### config.mk
export PLATFORM = sky130hd
export DESIGN_NAME = phase_c_select_and_sense_config
export DESIGN_NICKNAME = d
export VERILOG_FILES = /design/src/hw/phase_c_cfg_pkg.sv /design/src/hw/gate_source_mux.sv /design/src/hw/bemf_phase_select.sv /design/src/hw/phase_c_select_and_sense_config.sv
export SDC_FILE = /design/constraint.sdc
export NUM_CORES = 1
export LEC_CHECK = 0
export ABC_AREA = 0
export BUFFER_PORTS_ARGS = -buffer_cell sky130_fd_sc_hd__buf_2
export CORE_ASPECT_RATIO = 0.5
export CORE_MARGIN = 5
export CORE_UTILIZATION = 40
export DETAILED_ROUTE_END_ITERATION = 6
export PLACE_DENSITY = 0.58
export SLEW_MARGIN = 0
export SYNTH_ARGS = -nofsm -noshare
export SYNTH_HDL_FRONTEND = slang
export SYNTH_SLANG_ARGS = --single-unit
### constraint.sdc
create_clock -name clk -period 3.98 [get_ports clk]
set_input_delay 0.597 -clock clk [delete_from_list [all_inputs] [get_ports clk]]
set_output_delay 0.597 -clock clk [all_outputs]
set_load 0.005 [all_outputs]
### src/hw/phase_c_cfg_pkg.sv
/*
 * Constants shared by the phase-C select and sense configuration block:
 * register addresses, reset values, field positions, selection codes and
 * the guard time that qualifies back-EMF sampling.
 * Assumes a 100 MHz core clock.
 */
package phase_c_cfg_pkg;

   // Register addresses on the serial register port.
   localparam logic [7:0] ADDR_DRIVER_SELECT = 8'h0c;
   localparam logic [7:0] ADDR_GAIN_CONTROL = 8'h0d;
   localparam logic [7:0] ADDR_SAMPLE_CONTROL = 8'h0e;
   localparam logic [7:0] ADDR_THRESHOLD_CONTROL = 8'h0f;

   // Reset values.
   localparam logic [7:0] RESET_DRIVER_SELECT = 8'h36;
   localparam logic [7:0] RESET_GAIN_CONTROL = 8'haa;
   localparam logic [7:0] RESET_SAMPLE_CONTROL = 8'h00;
   localparam logic [7:0] RESET_THRESHOLD_CONTROL = 8'h88;
   localparam logic [7:0] READ_UNMAPPED = 8'h00;

   // Field positions of the driver select register.
   localparam int HYSTERESIS_BIT = 7;
   localparam int HIGH_SOURCE_MSB = 6;
   localparam int HIGH_SOURCE_LSB = 4;
   localparam int PUMP_UV_BIT = 3;
   localparam int LOW_SOURCE_MSB = 2;
   localparam int LOW_SOURCE_LSB = 0;

   // Field positions of the gain register; amplifier n at 7-2n : 6-2n.
   localparam int BACKEMF_GAIN_MSB = 7;
   localparam int BACKEMF_GAIN_LSB = 6;
   localparam int AMP_GAIN_TOP = 5;

   // Field positions of the sample control register.
   localparam int CAL_INPUT_BIT = 7;
   localparam int PHASE_SEL_MSB = 6;
   localparam int PHASE_SEL_LSB = 4;
   localparam int BEMF_HOLD_BIT = 3;
   localparam int AMP_HOLD_TOP = 2;

   // Field positions of the threshold register.
   localparam int CMP1_THRESH_MSB = 7;
   localparam int CMP1_THRESH_LSB = 4;
   localparam int CMP2_THRESH_MSB = 3;
   localparam int CMP2_THRESH_LSB = 0;

   // Codes.
   localparam logic [2:0] SOURCE_FORCE_LOW = 3'h0;
   localparam logic [2:0] SOURCE_FLOAT = 3'h7;
   localparam logic [1:0] PHASE_AUTO_TOP = 2'h0;
   localparam logic [2:0] PHASE_BY_CMP12 = 3'h2;
   localparam logic [2:0] PHASE_BY_CMP13 = 3'h3;
   localparam logic [1:0] BACKEMF_GAIN_AMP3_CODE = 2'h0;
   localparam logic [3:0] THRESHOLD_OFF = 4'h0;

   // Guard time after PWM on before back-EMF sampling, least time.
   localparam int CLK_PERIOD_NS = 10;
   localparam int GUARD_TIME_NS = 500;
   localparam logic [15:0] GUARD_CYCLES =
      16'((GUARD_TIME_NS + CLK_PERIOD_NS - 1) / CLK_PERIOD_NS);

   // Back-EMF detect phase, encoded as the comparator pin pair reads.
   typedef enum logic [1:0] {
      PHASE_NONE,
      PHASE_A,
      PHASE_B,
      PHASE_C
   } bemf_phase_t;

   // True when a source code turns the driver off completely.
   function automatic logic sourceFloats(input logic [2:0] code);
      return code == SOURCE_FLOAT;
   endfunction

endpackage

### src/hw/gate_source_mux.sv
/*
 * Source selector for one gate driver: picks forced low, one of six gate
 * inputs, or floating.
 * Assumes gate inputs already synchronised to the core clock.
 */
module gate_source_mux
   import phase_c_cfg_pkg::*;
(
   input wire logic [2:0] sourceCode,
   input wire logic [5:0] gateIn,
   output logic driveLevel,
   output logic driveEnable
);

   wire logic picksInput;
   wire logic [2:0] inputIndex;

   // Codes one to six map onto gate inputs one to six.
   assign picksInput = (sourceCode != SOURCE_FORCE_LOW) &&
                       !sourceFloats(sourceCode);
   assign inputIndex = sourceCode - 3'h1;

   // Forced low drives a low level; floating turns source and sink off.
   assign driveLevel = picksInput ? gateIn[inputIndex] : 1'b0;
   assign driveEnable = !sourceFloats(sourceCode);

endmodule

### src/hw/bemf_phase_select.sv
/*
 * Back-EMF detect phase selection: automatic from the gate inputs at each
 * sample strobe falling edge, from comparator pin pairs, or fixed.
 * Assumes all inputs are synchronised to clk.
 */
module bemf_phase_select
   import phase_c_cfg_pkg::*;
(
   input wire logic clk,
   input wire logic reset,
   input wire logic [2:0] phaseMode,
   input wire logic strobeFall,
   input wire logic [5:0] gateIn,
   input wire logic [2:0] cmpIn,
   output bemf_phase_t phase
);

   bemf_phase_t autoPhase_q;
   bemf_phase_t autoPhase_d;
   wire logic [2:0] idle;

   // A phase whose high and low inputs are both low is the floating one.
   assign idle[0] = !gateIn[0] && !gateIn[1];
   assign idle[1] = !gateIn[2] && !gateIn[3];
   assign idle[2] = !gateIn[4] && !gateIn[5];

   // Exactly one idle phase is taken; anything else means no phase.
   always_comb begin
      case (idle)
         3'h1: autoPhase_d = PHASE_A;
         3'h2: autoPhase_d = PHASE_B;
         3'h4: autoPhase_d = PHASE_C;
         default: autoPhase_d = PHASE_NONE;
      endcase
   end

   // The automatic choice only moves on a strobe falling edge.
   always_ff @(posedge clk or posedge reset) begin
      if (reset) begin
         autoPhase_q <= PHASE_NONE;
      end else begin
         autoPhase_q <= strobeFall ? autoPhase_d : autoPhase_q; // RL9
      end
   end

   // Mode decode; the fixed codes carry the phase in their low bits.
   always_comb begin
      if (phaseMode[2:1] == PHASE_AUTO_TOP) begin
         phase = autoPhase_q; // RL9
      end else if (phaseMode == PHASE_BY_CMP12) begin
         phase = bemf_phase_t'({cmpIn[0], cmpIn[1]}); // RL10
      end else if (phaseMode == PHASE_BY_CMP13) begin
         phase = bemf_phase_t'({cmpIn[0], cmpIn[2]}); // RL11
      end else begin
         phase = bemf_phase_t'(phaseMode[1:0]); // RL12
      end
   end

endmodule

### src/hw/phase_c_select_and_sense_config.sv
/*
 * Phase-C gate source selection and sense configuration registers, with
 * the selection, sample/hold and back-EMF phase logic they steer.
 * Assumes a register port already decoded from the serial interface, and
 * pins (gate inputs, sample strobe, comparator outputs) that arrive
 * asynchronously and are synchronised here.
 */

// Summary of operation
// (RL1) High-side source code picks low, input, float.
// (RL2) Low-side source code uses the same encoding.
// (RL3) Code 111b turns the driver fully off.
// (RL4) Bit 7 clear gives comparator 3 hysteresis.
// (RL5) Bit 3 picks pump undervoltage threshold ratio.
// (RL6) Back-EMF gain applies when amplifier 3 code 00b.
// (RL7) Three sense gain fields pick 5 to 40.
// (RL8) Calibration bit ties back-EMF inputs to reference.
// (RL9) Codes 00x pick phase at strobe fall.
// (RL10) Code 010b decodes comparators one and two.
// (RL11) Code 011b decodes comparators one and three.
// (RL12) Codes 100b to 111b fix the phase.
// (RL13) Back-EMF holds unless strobe low, PWM, guarded.
// (RL14) Sense amplifier holds unless strobe is low.
// (RL15) Comparator one threshold, zero disables it.
// (RL16) Comparator two threshold, zero disables it.
// (RL17) Registers reset to 36h, aah, 00h, 88h.
// (RL18) All fields read back and act at once; drive, phase, sampling and derived enable outputs lag one more edge.
// (RL19) Selected gate input level drives phase C.
module phase_c_select_and_sense_config
   import phase_c_cfg_pkg::*;
(
   // Clock and reset.
   input wire logic clk,
   input wire logic reset,

   // Register port.
   input wire logic regWrite,
   input wire logic regRead,
   input wire logic [7:0] regAddr,
   input wire logic [7:0] regWriteData,
   output logic [7:0] regReadData,

   // Host pins, asynchronous to clk.
   input wire logic [5:0] gateInput,
   input wire logic sampleStrobe_n,
   input wire logic comparator1Output,
   input wire logic comparator2Output,
   input wire logic comparator3Output,

   // Phase-C drive controls.
   output logic highDriveLevel,
   output logic highDriveEnable,
   output logic lowDriveLevel,
   output logic lowDriveEnable,

   // Analog settings and sampling.
   output logic comparator3HysteresisOff,
   output logic pumpUvThresholdHigh,
   output logic [1:0] backemfGain,
   output logic backemfGainActive,
   output logic [1:0] senseAmp1Gain,
   output logic [1:0] senseAmp2Gain,
   output logic [1:0] senseAmp3Gain,
   output logic bemfInputsToReference,
   output logic [1:0] bemfPhase,
   output logic backemfSampling,
   output logic [2:0] senseAmpSampling,
   output logic comparator1Enable,
   output logic [3:0] comparator1Threshold,
   output logic comparator2Enable,
   output logic [3:0] comparator2Threshold
);

   // A write shows on field outputs one edge later and on drive,
   // phase and sampling outputs two edges later; a pin change takes
   // three, or four for the automatic phase. The extra flop trades latency for clean analog levels,
   // so a host must wait that long before relying on the effect.

   // Register state and next values.
   logic [7:0] driverSelect_q;
   logic [7:0] driverSelect_d;
   logic [7:0] gainControl_q;
   logic [7:0] gainControl_d;
   logic [7:0] sampleControl_q;
   logic [7:0] sampleControl_d;
   logic [7:0] thresholdControl_q;
   logic [7:0] thresholdControl_d;

   // Read data holds until the next read strobe.
   logic [7:0] readData_q;
   logic [7:0] readData_d;

   // Pin synchronisers, two stages each.
   logic [5:0] gateSyncA_q;
   logic [5:0] gateSync_q;
   logic strobeSyncA_q;
   logic strobeSync_q;

   // Strobe delay for edge detect; resets high, the idle level.
   logic strobePrev_q;
   logic [2:0] cmpSyncA_q;
   logic [2:0] cmpSync_q;

   // Guard timer for back-EMF sampling after PWM turns on.
   logic [15:0] guardCount_q;
   logic [15:0] guardCount_d;

   // Flopped outputs.
   logic highLevel_q;
   logic highEnable_q;
   logic lowLevel_q;
   logic lowEnable_q;
   logic bemfSampling_q;
   logic [2:0] ampSampling_q;
   logic [1:0] phase_q;

   // Decoded fields and intermediate terms.
   wire logic hitDriver;
   wire logic hitGain;
   wire logic hitSample;
   wire logic hitThreshold;

   // Fields and pin terms.
   wire logic [2:0] highSource;
   wire logic [2:0] lowSource;
   wire logic [2:0] phaseMode;
   wire logic [2:0] ampHold;
   wire logic [3:0] cmp1Thresh;
   wire logic [3:0] cmp2Thresh;
   wire logic strobeLow;
   wire logic strobeFall;
   wire logic pwmOn;
   wire logic guardDone;
   wire logic bemfSampling_d;
   wire logic [2:0] ampSampling_d;

   // Selector and phase results.
   wire logic [5:0] muxLevel;
   wire logic [1:0] muxLevelOut;
   wire logic [1:0] muxEnableOut;
   wire logic [5:0] muxCodes;
   bemf_phase_t selectedPhase;

   // Address decode of the register port.
   assign hitDriver = regAddr == ADDR_DRIVER_SELECT;
   assign hitGain = regAddr == ADDR_GAIN_CONTROL;
   assign hitSample = regAddr == ADDR_SAMPLE_CONTROL;
   assign hitThreshold = regAddr == ADDR_THRESHOLD_CONTROL;

   // Writes land in full; every field is plain read/write.
   assign driverSelect_d = (regWrite && hitDriver) ?
                           regWriteData : driverSelect_q; // RL18
   assign gainControl_d = (regWrite && hitGain) ?
                          regWriteData : gainControl_q; // RL18
   assign sampleControl_d = (regWrite && hitSample) ?
                            regWriteData : sampleControl_q; // RL18
   assign thresholdControl_d = (regWrite && hitThreshold) ?
                               regWriteData : thresholdControl_q; // RL18

   // Read mux; addresses outside the four registers read as zero.
   assign readData_d = !regRead ? readData_q :
                       hitDriver ? driverSelect_q :
                       hitGain ? gainControl_q :
                       hitSample ? sampleControl_q :
                       hitThreshold ? thresholdControl_q :
                       READ_UNMAPPED; // RL18

   // Register storage with documented reset values.
   always_ff @(posedge clk or posedge reset) begin
      if (reset) begin
         driverSelect_q <= RESET_DRIVER_SELECT; // RL17
         gainControl_q <= RESET_GAIN_CONTROL; // RL17
         sampleControl_q <= RESET_SAMPLE_CONTROL; // RL17
         thresholdControl_q <= RESET_THRESHOLD_CONTROL; // RL17
         readData_q <= READ_UNMAPPED;
      end else begin
         driverSelect_q <= driverSelect_d;
         gainControl_q <= gainControl_d;
         sampleControl_q <= sampleControl_d;
         thresholdControl_q <= thresholdControl_d;
         readData_q <= readData_d;
      end
   end

   // Two-stage synchronisers; only the second stage feeds any logic.
   always_ff @(posedge clk or posedge reset) begin
      if (reset) begin
         gateSyncA_q <= 6'h00;
         gateSync_q <= 6'h00;
         strobeSyncA_q <= 1'b1;
         strobeSync_q <= 1'b1;
         strobePrev_q <= 1'b1;
         cmpSyncA_q <= 3'h0;
         cmpSync_q <= 3'h0;
      end else begin
         gateSyncA_q <= gateInput;
         gateSync_q <= gateSyncA_q;
         strobeSyncA_q <= sampleStrobe_n;
         strobeSync_q <= strobeSyncA_q;
         strobePrev_q <= strobeSync_q;
         cmpSyncA_q <= {comparator3Output, comparator2Output,
                        comparator1Output};
         cmpSync_q <= cmpSyncA_q;
      end
   end

   // Field extraction.
   assign highSource = driverSelect_q[HIGH_SOURCE_MSB:HIGH_SOURCE_LSB];
   assign lowSource = driverSelect_q[LOW_SOURCE_MSB:LOW_SOURCE_LSB];
   assign phaseMode = sampleControl_q[PHASE_SEL_MSB:PHASE_SEL_LSB];
   assign ampHold = sampleControl_q[AMP_HOLD_TOP:0];
   assign cmp1Thresh = thresholdControl_q[CMP1_THRESH_MSB:CMP1_THRESH_LSB];
   assign cmp2Thresh = thresholdControl_q[CMP2_THRESH_MSB:CMP2_THRESH_LSB];
   // Strobe terms read the second sync stage and its delayed copy.
   assign strobeLow = !strobeSync_q;
   assign strobeFall = strobePrev_q && !strobeSync_q;

   // One source selector per driver, high side first.
   assign muxCodes = {lowSource, highSource};
   assign muxLevel = gateSync_q;

   generate
      for (genvar side = 0; side < 2; side++) begin : gen_driver
         gate_source_mux u_mux (
            .sourceCode(muxCodes[side*3 +: 3]), // RL1 RL2
            .gateIn(muxLevel),
            .driveLevel(muxLevelOut[side]),
            .driveEnable(muxEnableOut[side])
         );
      end
   endgenerate

   // Back-EMF detect phase selection.
   bemf_phase_select u_phase (
      .clk(clk),
      .reset(reset),
      .phaseMode(phaseMode),
      .strobeFall(strobeFall),
      .gateIn(gateSync_q),
      .cmpIn(cmpSync_q),
      .phase(selectedPhase)
   );

   // PWM counts as on while the phase-C high side is driven high. The
   // guard delay keeps switching ringing out of the back-EMF sample.
   assign pwmOn = muxLevelOut[0] && muxEnableOut[0];
   assign guardDone = guardCount_q >= GUARD_CYCLES;
   assign guardCount_d = !pwmOn ? 16'h0000 :
                         guardDone ? guardCount_q :
                         guardCount_q + 16'h0001;

   // Guard counter restarts whenever PWM drops.
   always_ff @(posedge clk or posedge reset) begin
      if (reset) begin
         guardCount_q <= 16'h0000;
      end else begin
         guardCount_q <= guardCount_d;
      end
   end

   // Sample/hold: a clear bit samples continuously, a set bit only in
   // the strobe low window, qualified for back-EMF by the guarded PWM.
   assign bemfSampling_d = !sampleControl_q[BEMF_HOLD_BIT] ||
                           (strobeLow && pwmOn && guardDone); // RL13

   generate
      for (genvar amp = 0; amp < 3; amp++) begin : gen_amp_hold
         // Bit 2 is amplifier one, so amplifier order is reversed.
         assign ampSampling_d[amp] =
            !ampHold[AMP_HOLD_TOP - amp] || strobeLow; // RL14
      end
   endgenerate

   // Drive, sampling and phase outputs are flopped so the analog side
   // sees glitch-free levels, at the cost of one cycle of latency.
   always_ff @(posedge clk or posedge reset) begin
      if (reset) begin
         highLevel_q <= 1'b0;
         highEnable_q <= 1'b1;
         lowLevel_q <= 1'b0;
         lowEnable_q <= 1'b1;
         bemfSampling_q <= 1'b1;
         ampSampling_q <= 3'h7;
         phase_q <= PHASE_NONE;
      end else begin
         highLevel_q <= muxLevelOut[0]; // RL19
         highEnable_q <= muxEnableOut[0]; // RL3
         lowLevel_q <= muxLevelOut[1]; // RL19
         lowEnable_q <= muxEnableOut[1]; // RL3
         bemfSampling_q <= bemfSampling_d;
         ampSampling_q <= ampSampling_d;
         phase_q <= selectedPhase;
      end
   end

   // Top outputs come straight from flops.
   assign highDriveLevel = highLevel_q;
   assign highDriveEnable = highEnable_q;
   assign lowDriveLevel = lowLevel_q;
   assign lowDriveEnable = lowEnable_q;
   assign backemfSampling = bemfSampling_q;
   assign senseAmpSampling = ampSampling_q;
   assign bemfPhase = phase_q;
   assign regReadData = readData_q;

   // Analog settings come straight off the register bits.
   assign comparator3HysteresisOff = driverSelect_q[HYSTERESIS_BIT]; // RL4
   assign pumpUvThresholdHigh = driverSelect_q[PUMP_UV_BIT]; // RL5
   assign backemfGain = gainControl_q[BACKEMF_GAIN_MSB:BACKEMF_GAIN_LSB]; // RL6
   assign senseAmp1Gain = gainControl_q[AMP_GAIN_TOP -: 2]; // RL7
   assign senseAmp2Gain = gainControl_q[AMP_GAIN_TOP - 2 -: 2]; // RL7
   assign senseAmp3Gain = gainControl_q[AMP_GAIN_TOP - 4 -: 2]; // RL7
   assign bemfInputsToReference = !sampleControl_q[CAL_INPUT_BIT]; // RL8
   assign comparator1Threshold = cmp1Thresh; // RL15
   assign comparator2Threshold = cmp2Thresh; // RL16

   // Derived enables are flopped; they follow the register by one cycle.
   logic gainActive_q;
   logic cmp1Enable_q;
   logic cmp2Enable_q;

   always_ff @(posedge clk or posedge reset) begin
      if (reset) begin
         gainActive_q <= 1'b0;
         cmp1Enable_q <= 1'b1;
         cmp2Enable_q <= 1'b1;
      end else begin
         gainActive_q <= gainControl_q[AMP_GAIN_TOP - 4 -: 2] ==
                         BACKEMF_GAIN_AMP3_CODE; // RL6
         cmp1Enable_q <= cmp1Thresh != THRESHOLD_OFF; // RL15
         cmp2Enable_q <= cmp2Thresh != THRESHOLD_OFF; // RL16
      end
   end

   // Derived enables leave through their flops.
   assign backemfGainActive = gainActive_q;
   assign comparator1Enable = cmp1Enable_q;
   assign comparator2Enable = cmp2Enable_q;

endmodule

* Yosys cells after proc, flatten, opt, wreduce, memory -nomap -nowiden
Index checks and enable logic that the tools add are counted.
** Cells by class
- Equality and inequality tests :: 12
- Reduce and logical (&&, ||, !) cells :: 37
- Muxes and demuxes :: 16
- $lt $le $gt $ge :: 3
- Add/subtract/negate cells :: 3
** Operators with widths (number)
- == test 8 x 4 -> 1 bit (second input constant) :: 4
- 2-to-1 mux 16 bit :: 2
- 2-to-1 mux 8 bit :: 4
- adder 16 x 1 -> 16 bit (second input constant) :: 1
- greater-or-equal comparator 16 x 6 -> 1 bit (second input constant) :: 1
- logical NOT 1 bit :: 14
- logical AND 1 bit :: 13
- == test 3 x 2 -> 1 bit (second input constant) :: 3
- == test 3 bit (second input constant) :: 3
- < comparator 3 x 4 -> 1 bit (second input constant) :: 2
- nonzero test 4 bit :: 2
- binary-select mux 1 bit (select 3 bit) :: 2
- 2-to-1 mux 2 bit :: 3
- case mux 2 bit (3 select lines) :: 1
- nonzero test 3 bit :: 2
- subtractor 3 x 1 -> 3 bit (second input constant) :: 2
- logical NOT 2 bit :: 2
- logical OR 1 bit :: 4
- 2-to-1 mux 1 bit :: 4
- == test 3 x 1 -> 1 bit (second input constant) :: 1
- != test 2 bit (second input constant) :: 1
** Word-level totals
- Logic and storage cells :: 95
- Input port bits :: 30
- Output and inout bits :: 40
- Bits in registers :: 92

* Logic depth before layout (Yosys ltp)
Gate-level depths: netlist of the first run.
- Depth in word-level cells :: 8
- Mapped depth :: 8
- Gate-level depth less buffers :: 7

* By module
Synthesis of the first run repeated with hierarchy kept, for this count alone.
** Unflattened totals
- Cells, all modules :: 270
- Area, all modules :: 3776.1 um^2
** By module, submodules not included
- phase_c_select_and_sense_config :: times used 1, cells an instance 221, area an instance 3379.5 um^2
- gate_source_mux :: times used 2, cells an instance 14, area an instance 118.9 um^2
- bemf_phase_select :: times used 1, cells an instance 21, area an instance 158.9 um^2

* Worst setup path before layout of the first run
Ideal clock, no wire load.
- Path type :: input port to flip-flop
- From :: input port regAddr[5]
- To :: register sampleControl_q[0]
- Path slack :: 1958 ps
- Stages on the path :: 4
- Setup time :: 125 ps
- Path buffers :: 0
- Data arrival time :: 1897 ps
- Cells stage by stage :: nor4_2 nand4_2 nor3b_4 mux2_2
** On the way
- Word-level cells in the longest chain between the ends :: 2
** RTL lines
- start: declaration :: RTL line phase_c_select_and_sense_config.sv:39 : input wire logic [7:0] regAddr,
- == test 8 x 4 -> 1 bit :: RTL line phase_c_select_and_sense_config.sv:147 : assign hitSample = regAddr == ADDR_SAMPLE_CONTROL;
- logical AND 1 bit :: RTL line phase_c_select_and_sense_config.sv:155 : assign sampleControl_d = (regWrite && hitSample) ?
- end signal: assignment :: RTL line phase_c_select_and_sense_config.sv:179 : sampleControl_q <= sampleControl_d;
- end: declaration :: RTL line phase_c_select_and_sense_config.sv:84 : logic [7:0] sampleControl_q;
No other way between the ends.
A chain may end at the register's enable or synchronous reset.

* Worst setup path after layout of the first run
- From :: register driverSelect_q[4]
- To :: register guardCount_q[9]
** On the way
- Word-level cells in the longest chain between the ends :: 6
- Elaborated cells between the ends (all ways) :: 11
- Those cells by class :: add/sub: 1; eq/ne: 2; mux: 4; reduce/logical: 4
** RTL lines
- start: declaration :: RTL line phase_c_select_and_sense_config.sv:80 : logic [7:0] driverSelect_q;
- start signal: assignment :: RTL line phase_c_select_and_sense_config.sv:177 : driverSelect_q <= driverSelect_d;
- subtractor 3 x 1 -> 3 bit or == test 3 bit (tied branches) :: RTL line gate_source_mux.sv:21, phase_c_cfg_pkg.sv:73
- binary-select mux 1 bit (select 3 bit) or logical NOT 1 bit (tied branches) :: RTL line gate_source_mux.sv:24, gate_source_mux.sv:20, gate_source_mux.sv:25
- 2-to-1 mux 1 bit (implied by the code) or logical AND 1 bit (tied branches) :: RTL line gate_source_mux.sv:24, gate_source_mux.sv:19
- 2-to-1 mux 1 bit :: RTL line gate_source_mux.sv:24 : assign driveLevel = picksInput ? gateIn[inputIndex] : 1'b0;
- logical AND 1 bit * :: RTL line phase_c_select_and_sense_config.sv:246 : assign pwmOn = muxLevelOut[0] && muxEnableOut[0];
- != test 2 bit (no line) or 2-to-1 mux 16 bit (tied branches)
- end signal: assignment :: RTL line phase_c_select_and_sense_config.sv:257 : guardCount_q <= guardCount_d;
- end: declaration :: RTL line phase_c_select_and_sense_config.sv:105 : logic [15:0] guardCount_q;
Every way passes the cells marked *; elsewhere a longest branch is shown, timed or not. The select of a mux whose other input is x is not followed.

==> impl_results.md, run 1 <==
* Synth async-reset ratio at 100%
* EDFF count, synth at 0
* Post-Syn Area at 3740 um^2
* Clock skew at 6.44 ps
* Status: finished clean
* Crit path max fanout at 12
* Row cnt at 24
* Vias per Instance at 5.04
* Routability-driven placement congestion ratio at 0.758
* Register bit count reported by yosys at 92
* Seq/Total Area, Yosys at 62.3%
* Setup_tns at 0 ps
* Antenna Nets Post-Route at 0
* Chip width at 147 um
* Clk sink count at 92
* RSZ-0062 raised after global routing: false
* Core area at 8920 um^2
* Drt drc at 0
* Hold Violations, Final at 0
* Post-CTS setup buffers at 0
* Wire per inst at 16.1 um
* I/O Buffers at 69
* Worst-case clock buffer depth at 2
* Slew HR at 51.5%
* Skew-Pair Late Insertion Delay at 340 ps
* Final std cell area, no fill at 4500 um^2
* Initial antenna violation count at 0
* Total power at 1.95 mW
* Main flop type after synthesis: dfrtp_1
* Worst vdd ir at 250 uV
* Netlist cell types at 37
* CP Data Required Time at 4200 ps
* Routed vias at 2,343
* Crit Path Class: reg2reg
* Avg Synthesized Cell Area at 14.0 um^2
* Io pins at 70
* CP startpoint: driverSelect_q[4]$_DFFE_PP1P_
* Die area at 11,500 um^2
* Die Ht at 78.4 um
* Minimum clock period at 2170 ps
* WP data arrival at 2390 ps
* Initial Util at 41.9%
* Pins Over Slew Limit at 0
* Synth warn at 0
* Largest net degree at the start of global routing at 38
* Fin nets at 381
* Max H-tree Level at 3
* PwrDens at 433 nW/um^2
* Setup crit end kind: flop
* DP Area at 4220 um^2
* Max Cap Viol at 0
* DRT Pass-1 Iters at 5
* CTS tree: yes
* GRT Total Usage at 14.1%
* Post-cts resize count at 0
* Fmax at 460 MHz
* TritonCTS Buffers at 9
* Area leader, netlist: dfrtp_1
* First-pass GRT wire length at 12.9 mm
* Setup crit start kind: flop
* Iter 0 DRT Violations at 80
* R2R setup slack at 1810 ps
* Area contributors post-synth: dfrtp_1 (48%), dfstp_2 (15%), mux2_2 (9.6%), mux4_2 (6.0%), ha_1 (2.7%)
* Total gr overflow at 0
* Final Cycle Share at 54.6%
* Hpwl dp at 5.48 mm
* RR Startpoint: driverSelect_q[4]$_DFFE_PP1P_
* Antenna cells at 0
* LEAKAGE at 2.13 nW
* Vias in the first global route at 2,483
* Mapped Cells at 267
* Min-Delay Path Class: in2async
* Commonest non-fill, non-tap cells in the layout: dfrtp_1 (71), buf_2 (69), mux2_2 (32), inv_1 (22), dfstp_2 (21)
* Commonest non-fill, non-tap cell in the layout: dfrtp_1
* Final setup fails at 0
* Layout cells sized above 1 at 45.1%
* Cts hold-fix bufs at 0
* Final WL at 7.49 mm
* Hold slack final at 314 ps
* Synth top area share at 47.5%
* Post-Route Utilization at 50.4%
* CTS root buf: clkbuf_16
* Area delta synth->final at 20.3%
* Least-Margin Pin Slew at 726 ps
* Clock slew at reported path FFs at 60 ps
* Syn_nets at 305
[stage by stage]
stage,setup slack [ps],std cells
6_report,1810,465
5_1_grt,1640,465
4_1_cts,1790,465
3_5_place_dp,1630,449
3_3_place_gp,1650,449
2_1_floorplan,1030,267
[registers in the layout, indices dropped and copies added, names as in the netlist, 2 cells and up]
register	cells
guardCount_q	16
driverSelect_q	8
gainControl_q	8
regReadData	8
sampleControl_q	8
thresholdControl_q	8
gateSyncA_q	6
gateSync_q	6
cmpSyncA_q	3
cmpSync_q	3
senseAmpSampling	3
bemfPhase	2
u_phase.autoPhase_q	2
[cell type report]
class,instances,area (um^2)
clock buffers,12,256
clock inverters,4,23.8
fillers,795,4420
inverters,23,87.6
multi-input cells,146,1300
flip-flops and latches,92,2330
well taps,117,146
repair buffers,71,360
[layer usage]
layer / global-route usage (%) / up-vias / routed length, um
met5: 0 / - / 0
met4: 4.32 / 0 / 110
met3: 5.24 / 13 / 444
met2: 21.5 / 59 / 3490
met1: 19.0 / 1184 / 3450
li1: - / 1087 / -
[critical path: stages (launching register included)]
cell and delay, ps:
dfstp_2 610, inv_1 80, ha_1 330, mux4_2 310, nand2_1 90, a32o_2 260
inv_1 170, and2_1 200
[final timing paths]
kind,endpoint,cells after the start
min in group clk,cmpSync_q[0]$_DFF_PP0_,0
worst min-delay path,highDriveLevel$_DFF_PP0_,2
worst max-delay path,guardCount_q[9]$_DFFE_PP0P_,7
max in group asynchronous,thresholdControl_q[3]$_DFFE_PP1P_,3
worst max register to register,guardCount_q[9]$_DFFE_PP0P_,7
worst min register to register,cmpSync_q[0]$_DFF_PP0_,0
[synthesized netlist by cell type (2+ instances only)]
library cell and instances:
xnor2_1 3, or3_1 2, nor2_1 8, mux2_2 32, or4_1 3, mux4_2 10
inv_1 23, a21oi_1 5, and2_1 10, a31oi_1 2, nor2b_1 3, clkbuf_1 2
nor3b_4 2, dfrtp_1 71, o31ai_1 3, nor4_1 3, nand2_1 16, ha_1 8
mux2i_1 3, nand3_1 5, nand2b_1 3, o21ai_0 7, buf_2 4, o22ai_1 6
dfstp_2 21
[cell families (layout without fill, tap and decap cells)]
| logic type | Yosys count | in the layout | synth area share, % |
|---|---|---|---|
| DFF | 92 | 92 | 62.3 |
| and+or+nand+nor | 62 | 62 | 10.0 |
| muxes | 46 | 46 | 16.8 |
| buffers and inverters | 29 | 110 | 3.05 |
| AOI/OAI and AO/OA | 27 | 27 | 4.52 |
| adders and majority gates | 8 | 8 | 2.68 |
| xor gates and xnor gates | 3 | 3 | 0.703 |
[where the power goes]
part	leakage, nW	internal [mW]	switching [mW]	total [mW]
Sequential	1.16	0.985	0.0280	1.01
Combinational	0.828	0.0698	0.0764	0.146
Clock	0.142	0.455	0.333	0.788
Note: power is estimated with default switching activity, not from simulation.
==> run 2: changes to the inputs <==
--- a/config.mk
+++ b/config.mk
@@ -5,13 +5,13 @@
 export SDC_FILE = /design/constraint.sdc
 export NUM_CORES = 1
 export LEC_CHECK = 0
-export ABC_AREA = 0
+export ABC_AREA = 1
 export BUFFER_PORTS_ARGS = -buffer_cell sky130_fd_sc_hd__buf_2
 export CORE_ASPECT_RATIO = 0.5
 export CORE_MARGIN = 5
 export CORE_UTILIZATION = 40
 export DETAILED_ROUTE_END_ITERATION = 6
-export PLACE_DENSITY = 0.58
+export PLACE_DENSITY = 0.57
 export SLEW_MARGIN = 0
 export SYNTH_ARGS = -nofsm -noshare
 export SYNTH_HDL_FRONTEND = slang
==> constraint.sdc (replaced) <==
create_clock -name clk -period 2.1 [get_ports clk]
set_input_delay 0.315 -clock clk [delete_from_list [all_inputs] [get_ports clk]]
set_output_delay 0.315 -clock clk [all_outputs]
set_load 0.005 [all_outputs]
==> run 2 against run 1 <==
Compared with the run above: largest cell class unchanged; sequential cell count is the same; clock power up 94%; register-to-register slack got worse by 1400 ps; count of clock-buffer cells in the layout shrank 2; worst setup slack worse by 1400 ps.
==> impl_results.md, run 2 <==
* Status: finished clean
* Top-count cell post-synth: nand2_1
* Die area at 12,600 um^2 (+9.6%)
* Slew HR at 60.4% (+8.9 points)
* CP startpoint: driverSelect_q[4]$_DFFE_PP1P_
* Fmax at 574 MHz (+25%)
* Area delta synth->final at 18.7%
* First-pass GRT wire length at 14.8 mm (+15%)
* Post-Syn Area at 4140 um^2 (+11%)
* Final WL at 9.02 mm (+20%)
* Setup_tns at 0 ps (unchanged)
* Post-CTS setup buffers at 0 (unchanged)
* WP data arrival at 1980 ps (-410 ps)
* CTS root buf: clkbuf_16
* LEAKAGE at 2.50 nW (+17%)
* Clk sink count at 92 (unchanged)
* Final std cell area, no fill at 4910 um^2 (+9.2%)
* RR Startpoint: driverSelect_q[4]$_DFFE_PP1P_
* Vias per Instance at 4.56 (-9.5%)
* Mapped Cells at 444 (+66%)
* Post-synthesis compound-gate area fraction at 8.80% (+4.3 points)
* Hpwl dp at 6.82 mm (+25%)
* Syn_nets at 482 (+58%)
* GRT Total Usage at 15.4% (+1.3 points)
* Post-Synth Adder-Cell Area at 2.42% (-0.26 points)
* Avg Synthesized Cell Area at 9.32 um^2 (-33%)
* Clock skew at 8.48 ps (+2.04 ps)
* Worst vdd ir at 472 uV (+89%)
* Top cells by count, synth: nand2_1 (107), dfrtp_1 (71), inv_1 (62), nand3_1 (40), nor2_1 (34)
* Skew-Pair Late Insertion Delay at 340 ps (about the same)
* TritonCTS Buffers at 9 (unchanged)
* Netlist cell types at 35 (-5.4%)
* Wire per inst at 13.6 um (-16%)
* PwrDens at 771 nW/um^2 (+78%)
* Least-Margin Pin Slew at 592 ps (-134 ps)
* Min-Delay Path Class: in2async
* Routed vias at 3,023 (+29%)
* Worst-case clock buffer depth at 2 (unchanged)
* Commonest non-fill, non-tap cell in the layout: nand2_1
* Xor/xnor share of the synthesized area at 0.635% (-0.068 points)
* Post-cts resize count at 0 (unchanged)
* Initial Util at 40.8% (-1.1 points)
* Placed insts at 647 (+44%)
* Total gr overflow at 0 (unchanged)
* Routability-driven placement congestion ratio at 0.820 (+8.2%)
* Core area at 10,100 um^2 (+14%)
* Final setup fails at 0 (unchanged)
* Crit Path Class: reg2reg
* Commonest non-fill, non-tap cells in the layout: nand2_1 (107), dfrtp_1 (71), buf_2 (69), inv_1 (61), nand3_1 (40)
* I/O Buffers at 69 (unchanged)
* Initial antenna violation count at 0 (unchanged)
* Reg2Reg Capture Point: guardCount_q[5]$_DFFE_PP0P_
* Largest net degree at the start of global routing at 44 (+16%)
* Drt drc at 0 (unchanged)
* Iter 0 DRT Violations at 149 (+86%)
* Pins Over Slew Limit at 0 (unchanged)
* Area contributors post-synth: dfrtp_1 (43%), dfstp_2 (13%), nand2_1 (9.7%), inv_1 (5.6%), nand3_1 (4.8%)
* Synth warn at 0 (unchanged)
* R2R depth at 9 (+2)
* Total power at 3.79 mW (+95%)
* Register bit count reported by yosys at 92 (unchanged)
* Minimum clock period at 1740 ps (-431 ps)
* DRT Pass-1 Iters at 4 (-1)
* R2R setup slack at 360 ps (-1450 ps)
* Seq/Total Area, Yosys at 56.3% (-6.0 points)
* CP Data Required Time at 2340 ps (-1860 ps)
* Io pins at 70 (unchanged)
* Chip width at 154 um (+4.9%)
* Vias in the first global route at 2,913 (+17%)
* Antenna Nets Post-Route at 0 (unchanged)
* Clock slew at reported path FFs at 70 ps (about the same)
* CTS tree: yes
* Setup crit end kind: flop
* Fin nets at 556 (+46%)
* Antenna cells at 0 (unchanged)
* Top reg by flops: guardCount_q
* Main combinational cell family by area after synthesis: simple AND/OR/NAND/NOR gates
* Area leader, netlist: dfrtp_1
* Max Cap Viol at 0 (unchanged)
* Crit path to: guardCount_q[5]$_DFFE_PP0P_
* DP Area at 4630 um^2 (+9.8%)
* Synth async-reset ratio at 100% (unchanged)
* Post-Route Utilization at 48.4% (-2.0 points)
* Max H-tree Level at 3 (unchanged)
* Hold Violations, Final at 0 (unchanged)
* RSZ-0062 raised after global routing: false
* Row cnt at 26 (+8.3%)
* Final instance count without filler cells at 663 (+43%)
* Cts hold-fix bufs at 0 (unchanged)
* EDFF count, synth at 0 (unchanged)
* Main flop type after synthesis: dfrtp_1
* Crit path max fanout at 17 (+5)
* Die Ht at 81.9 um (+4.6%)
* Mux cell area share after synthesis at 0% (-17 points)
* Layout cells sized above 1 at 26.6% (-19 points)
* Simple-gate share of the synthesized area at 24.2% (+14 points)
* Synth top area share at 42.9% (-4.6 points)
* Max reg flops at 16 (unchanged)
* Setup crit start kind: flop
* Final Cycle Share at 82.9% (+28 points)
run 2: routing by layer:
layer / vias up / track usage [%] / share of wire (%)
li1: 1552 / - / -
met1: 1416 / 21.9 / 53
met2: 51 / 22.9 / 43
met3: 4 / 4.26 / 3.3
met4: 0 / 5.02 / 0.78
met5: - / 0 / 0
run 2: worst max-delay path, stage by stage (launching register included):
cell	delay, ps
dfstp_2	590
inv_2	80
ha_1	320
nor2_1	60
o21ai_1	70
nand3_1	90
nand2_2	270
inv_2	70
nand2_1	60
inv_1	30
run 2: kinds of logic after synthesis:
| family | after synthesis |
|---|---|
| AOI/OAI and AO/OA | 59 |
| buffers and inverters | 73 |
| DFF | 92 |
| xor gates and xnor gates | 3 |
| and+or+nand+nor | 209 |
| adders and majority gates | 8 |
run 2: layout make-up:
cell class,instances,area [um^2]
clock buffer,10,239
sequential,92,2330
timing repair buffer,71,385
inverter,65,248
tap,140,175
fill,1015,5240
clock inverter,6,45.0
multi-input combinational,279,1490
run 2: report_power, final:
part           internal, mW  switching (mW)
combinational         0.127           0.193
clock                 0.841           0.693
sequential             1.88          0.0628
total                  2.84           0.949
run 2: worst min path at each step:
stage	startpoint	end	cells after the start
2_1_floorplan	sampleStrobe_n	strobeSyncA_q$_DFF_PP1_	0
3_3_place_gp	cmpSyncA_q[0]$_DFF_PP0_	cmpSync_q[0]$_DFF_PP0_	0
3_5_place_dp	cmpSyncA_q[1]$_DFF_PP0_	cmpSync_q[1]$_DFF_PP0_	0
4_1_cts	reset	regReadData[0]$_DFFE_PP0P_	2
5_1_grt	comparator2Output	cmpSyncA_q[1]$_DFF_PP0_	1
6_report	reset	regReadData[0]$_DFFE_PP0P_	2
run 2: metrics by stage:
step	setup WS, ps	hold WS (ps)
after CTS	349	44.7
after detailed placement	368	336
after global placement	415	332
after global routing	212	56.3
final	359	39.6
after floorplan	499	319
==> run 3: changes to the inputs <==
--- a/config.mk
+++ b/config.mk
@@ -5,13 +5,13 @@
 export SDC_FILE = /design/constraint.sdc
 export NUM_CORES = 1
 export LEC_CHECK = 0
-export ABC_AREA = 1
+export ABC_AREA = 0
 export BUFFER_PORTS_ARGS = -buffer_cell sky130_fd_sc_hd__buf_2
 export CORE_ASPECT_RATIO = 0.5
 export CORE_MARGIN = 5
 export CORE_UTILIZATION = 40
 export DETAILED_ROUTE_END_ITERATION = 6
-export PLACE_DENSITY = 0.57
+export PLACE_DENSITY = 0.6
 export SLEW_MARGIN = 0
 export SYNTH_ARGS = -nofsm -noshare
 export SYNTH_HDL_FRONTEND = slang
==> constraint.sdc (replaced) <==
create_clock -name clk -period 1.5 [get_ports clk]
set_input_delay 0.225 -clock clk [delete_from_list [all_inputs] [get_ports clk]]
set_output_delay 0.225 -clock clk [all_outputs]
set_load 0.005 [all_outputs]
==> run 3 against run 2 <==
Compared with the run above: clock power up 48%; largest power group unchanged; power up 44%; worst hold slack worse by 27 ps; clock skew up 0.56 ps; design area up 3.9%; combinational power up 65%; worst setup slack worse by 680 ps; the flow now finishes with violations (negative setup slack); global-route usage up 0.12 points; critical path type unchanged; highest routed layer unchanged; sequential cell count unchanged; routed wire length down 9.1%; first-iteration DRC count down 24%.
==> impl_results.md, run 3 (same netlist as run 1, synthesis figures left out) <==
* Status: finished, violations left
* Failing checks: negative setup slack
* R2R depth at 7 (-2)
* PnR worst setup slack at -326 ps (-685 ps)
* Io pins at 70 (unchanged)
* Crit Path Class: reg2reg
* Min-Delay Path Class: in2async
* DRT Pass-1 Iters at 4 (unchanged)
* LEAKAGE at 2.37 nW (-4.9%)
* Fmax at 548 MHz (-4.6%)
* Clock slew at reported path FFs at 70 ps (about the same)
* Die area at 11,500 um^2 (-8.8%)
* Commonest non-fill, non-tap cell in the layout: dfrtp_1
* Clock skew at 9.05 ps (+0.564 ps)
* Skew-Pair Late Insertion Delay at 340 ps (about the same)
* Total power at 5.47 mW (+44%)
* Wire per inst at 16.2 um (+19%)
* RSZ-0062 raised after global routing: true
* Max reg flops at 16 (unchanged)
* PwrDens at 1070 nW/um^2 (+39%)
* RR Startpoint: driverSelect_q[4]$_DFFE_PP1P_
* WP data arrival at 2060 ps (+80 ps)
* Least-Margin Pin Slew at 480 ps (-112 ps)
* Placed insts at 476 (-26%)
* I/O Buffers at 69 (unchanged)
* Initial antenna violation count at 0 (unchanged)
* Row cnt at 24 (-7.7%)
* Initial Util at 41.9% (+1.1 points)
* Reg area at 2330 um^2 (unchanged)
* Pins Over Slew Limit at 0 (unchanged)
* Final std cell area, no fill at 5100 um^2 (+3.9%)
* Die Ht at 78.4 um (-4.4%)
* Antenna cells at 0 (unchanged)
* Area delta synth->final at 36.5%
* Chip width at 147 um (-4.6%)
* Final WL at 8.20 mm (-9.1%)
* Final instance count without filler cells at 506 (-24%)
* Setup crit end kind: flop
* Total gr overflow at 0 (unchanged)
* Routed vias at 2,496 (-17%)
* TritonCTS Buffers at 9 (unchanged)
* Reg2Reg Capture Point: guardCount_q[12]$_DFFE_PP0P_
* CP Data Required Time at 1730 ps (-610 ps)
* Vias per Instance at 4.93 (+8.2%)
* # fillers at 740 (-27%)
* Hpwl dp at 5.85 mm (-14%)
* Vias in the first global route at 2,658 (-8.8%)
* Fin nets at 422 (-24%)
* DP Area at 4630 um^2 (about the same)
* Commonest non-fill, non-tap cells in the layout: dfrtp_1 (71), buf_2 (69), mux2_4 (30), buf_4 (28), dfstp_2 (21)
* Iter 0 DRT Violations at 113 (-24%)
* Core area at 8920 um^2 (-12%)
* Clk sink count at 92 (unchanged)
* Slew HR at 68.0% (+7.6 points)
* Multi-input logic area at 1480 um^2 (-0.75%)
* CTS tree: yes
* Minimum clock period at 1830 ps (+84.7 ps)
* Max Cap Viol at 0 (unchanged)
* Pre-CTS setup slack at -337 ps (-705 ps)
* GRT Total Usage at 15.5% (+0.12 points)
* Top reg by flops: guardCount_q
* Worst-case clock buffer depth at 2 (unchanged)
* R2R setup slack at -330 ps (-680 ps)
* Final setup fails at 19 (+19)
* Hold Violations, Final at 0 (unchanged)
* Routability-driven placement congestion ratio at 0.830 (+1.2%)
* Max H-tree Level at 3 (unchanged)
* Final Cycle Share at 122% (+39 points)
* Largest net degree at the start of global routing at 93 (+110%)
* CTS root buf: clkbuf_16
* Layout cells sized above 1 at 51.7% (+25 points)
* Crit path max fanout at 12 (-5)
* Setup crit start kind: flop
* Drt drc at 0 (unchanged)
* Worst vdd ir at 554 uV (+17%)
* Antenna Nets Post-Route at 0 (unchanged)
* First-pass GRT wire length at 13.8 mm (-6.7%)
-- run 3: cell types whose count changed in the layout (fill, tap and decap cells not counted), moves of 6 or more --
cell / previous run / this run
nor2_1: 34 / 8
o21ai_2: 9 / 0
mux4_2: 0 / 10
dlygate4sd3_1: 0 / 10
nand3_1: 40 / 5
nand2_1: 107 / 16
o21ai_1: 18 / 1
o21a_1: 11 / 1
nand4_1: 6 / 0
inv_1: 61 / 19
and2_1: 0 / 9
mux2_4: 0 / 30
buf_4: 0 / 28
-- run 3: cell type report --
cell class / count / share of cell area, %
clock inverter: 7 / 1.45
multi-input combinational: 146 / 29.0
tap: 117 / 2.87
inverter: 23 / 1.81
clock buffer: 9 / 4.41
timing repair buffer: 112 / 14.8
sequential: 92 / 45.6
-- run 3: worst max path at each step --
| stage | start | end | slack [ps] | cells after the start |
|---|---|---|---|---|
| after floorplan | driverSelect_q[4]$_DFFE_PP1P_ | guardCount_q[12]$_DFFE_PP0P_ | -370 | 8 |
| after global placement | driverSelect_q[4]$_DFFE_PP1P_ | guardCount_q[7]$_DFFE_PP0P_ | -260 | 7 |
| final | driverSelect_q[4]$_DFFE_PP1P_ | guardCount_q[12]$_DFFE_PP0P_ | -330 | 7 |
| after detailed placement | driverSelect_q[4]$_DFFE_PP1P_ | guardCount_q[12]$_DFFE_PP0P_ | -340 | 7 |
| after global routing | driverSelect_q[4]$_DFFE_PP1P_ | guardCount_q[10]$_DFFE_PP0P_ | -420 | 7 |
| after CTS | driverSelect_q[4]$_DFFE_PP1P_ | guardCount_q[13]$_DFFE_PP0P_ | -330 | 7 |
-- run 3: power by group --
| group | internal [mW] | total (mW) | switching [mW] |
|---|---|---|---|
| Sequential | 2.61 | 2.69 | 0.0727 |
| Combinational | 0.287 | 0.529 | 0.242 |
| Clock | 1.30 | 2.26 | 0.956 |
| Total | 4.20 | 5.47 | 1.27 |
-- run 3: metrics by stage --
stage / TNS (ps) / utilization, % / hold slack [ps]
after floorplan: -7790 / - / 229
final: -5620 / 57.2 / 13.0
after detailed placement: -12060 / 52.0 / 334
after global placement: -10480 / 52.0 / 332
after global routing: -7250 / 57.2 / 53.1
after CTS: -5750 / 56.9 / 30.2
-- run 3: routing by layer --
metal | vias to the layer above | wire length (um) | GRT usage (%) | share of wire, %
li1 | 1171 | - | - | -
met1 | 1265 | 3800 | 20.1 | 46
met2 | 51 | 3890 | 24.8 | 47
met3 | 9 | 405 | 5.41 | 4.9
met4 | 0 | 105 | 4.78 | 1.3
met5 | - | 0 | 0 | 0
-- run 3: repair_timing --
action	in CTS	in global routing
resized for setup	5	4
endpoints found under the setup margin	19	19
hold buffers	10	0
buffers inserted	2	2
pin swaps	2	1
gates cloned	0	0
hold endpoints to repair	10	0
-- run 3: critical path: stages, from the launching register on --
cell and delay, ps:
dfstp_2 580, inv_2 60, ha_4 270, mux4_2 290, nand2_1 80, a32o_2 210
inv_4 70, and2_1 140
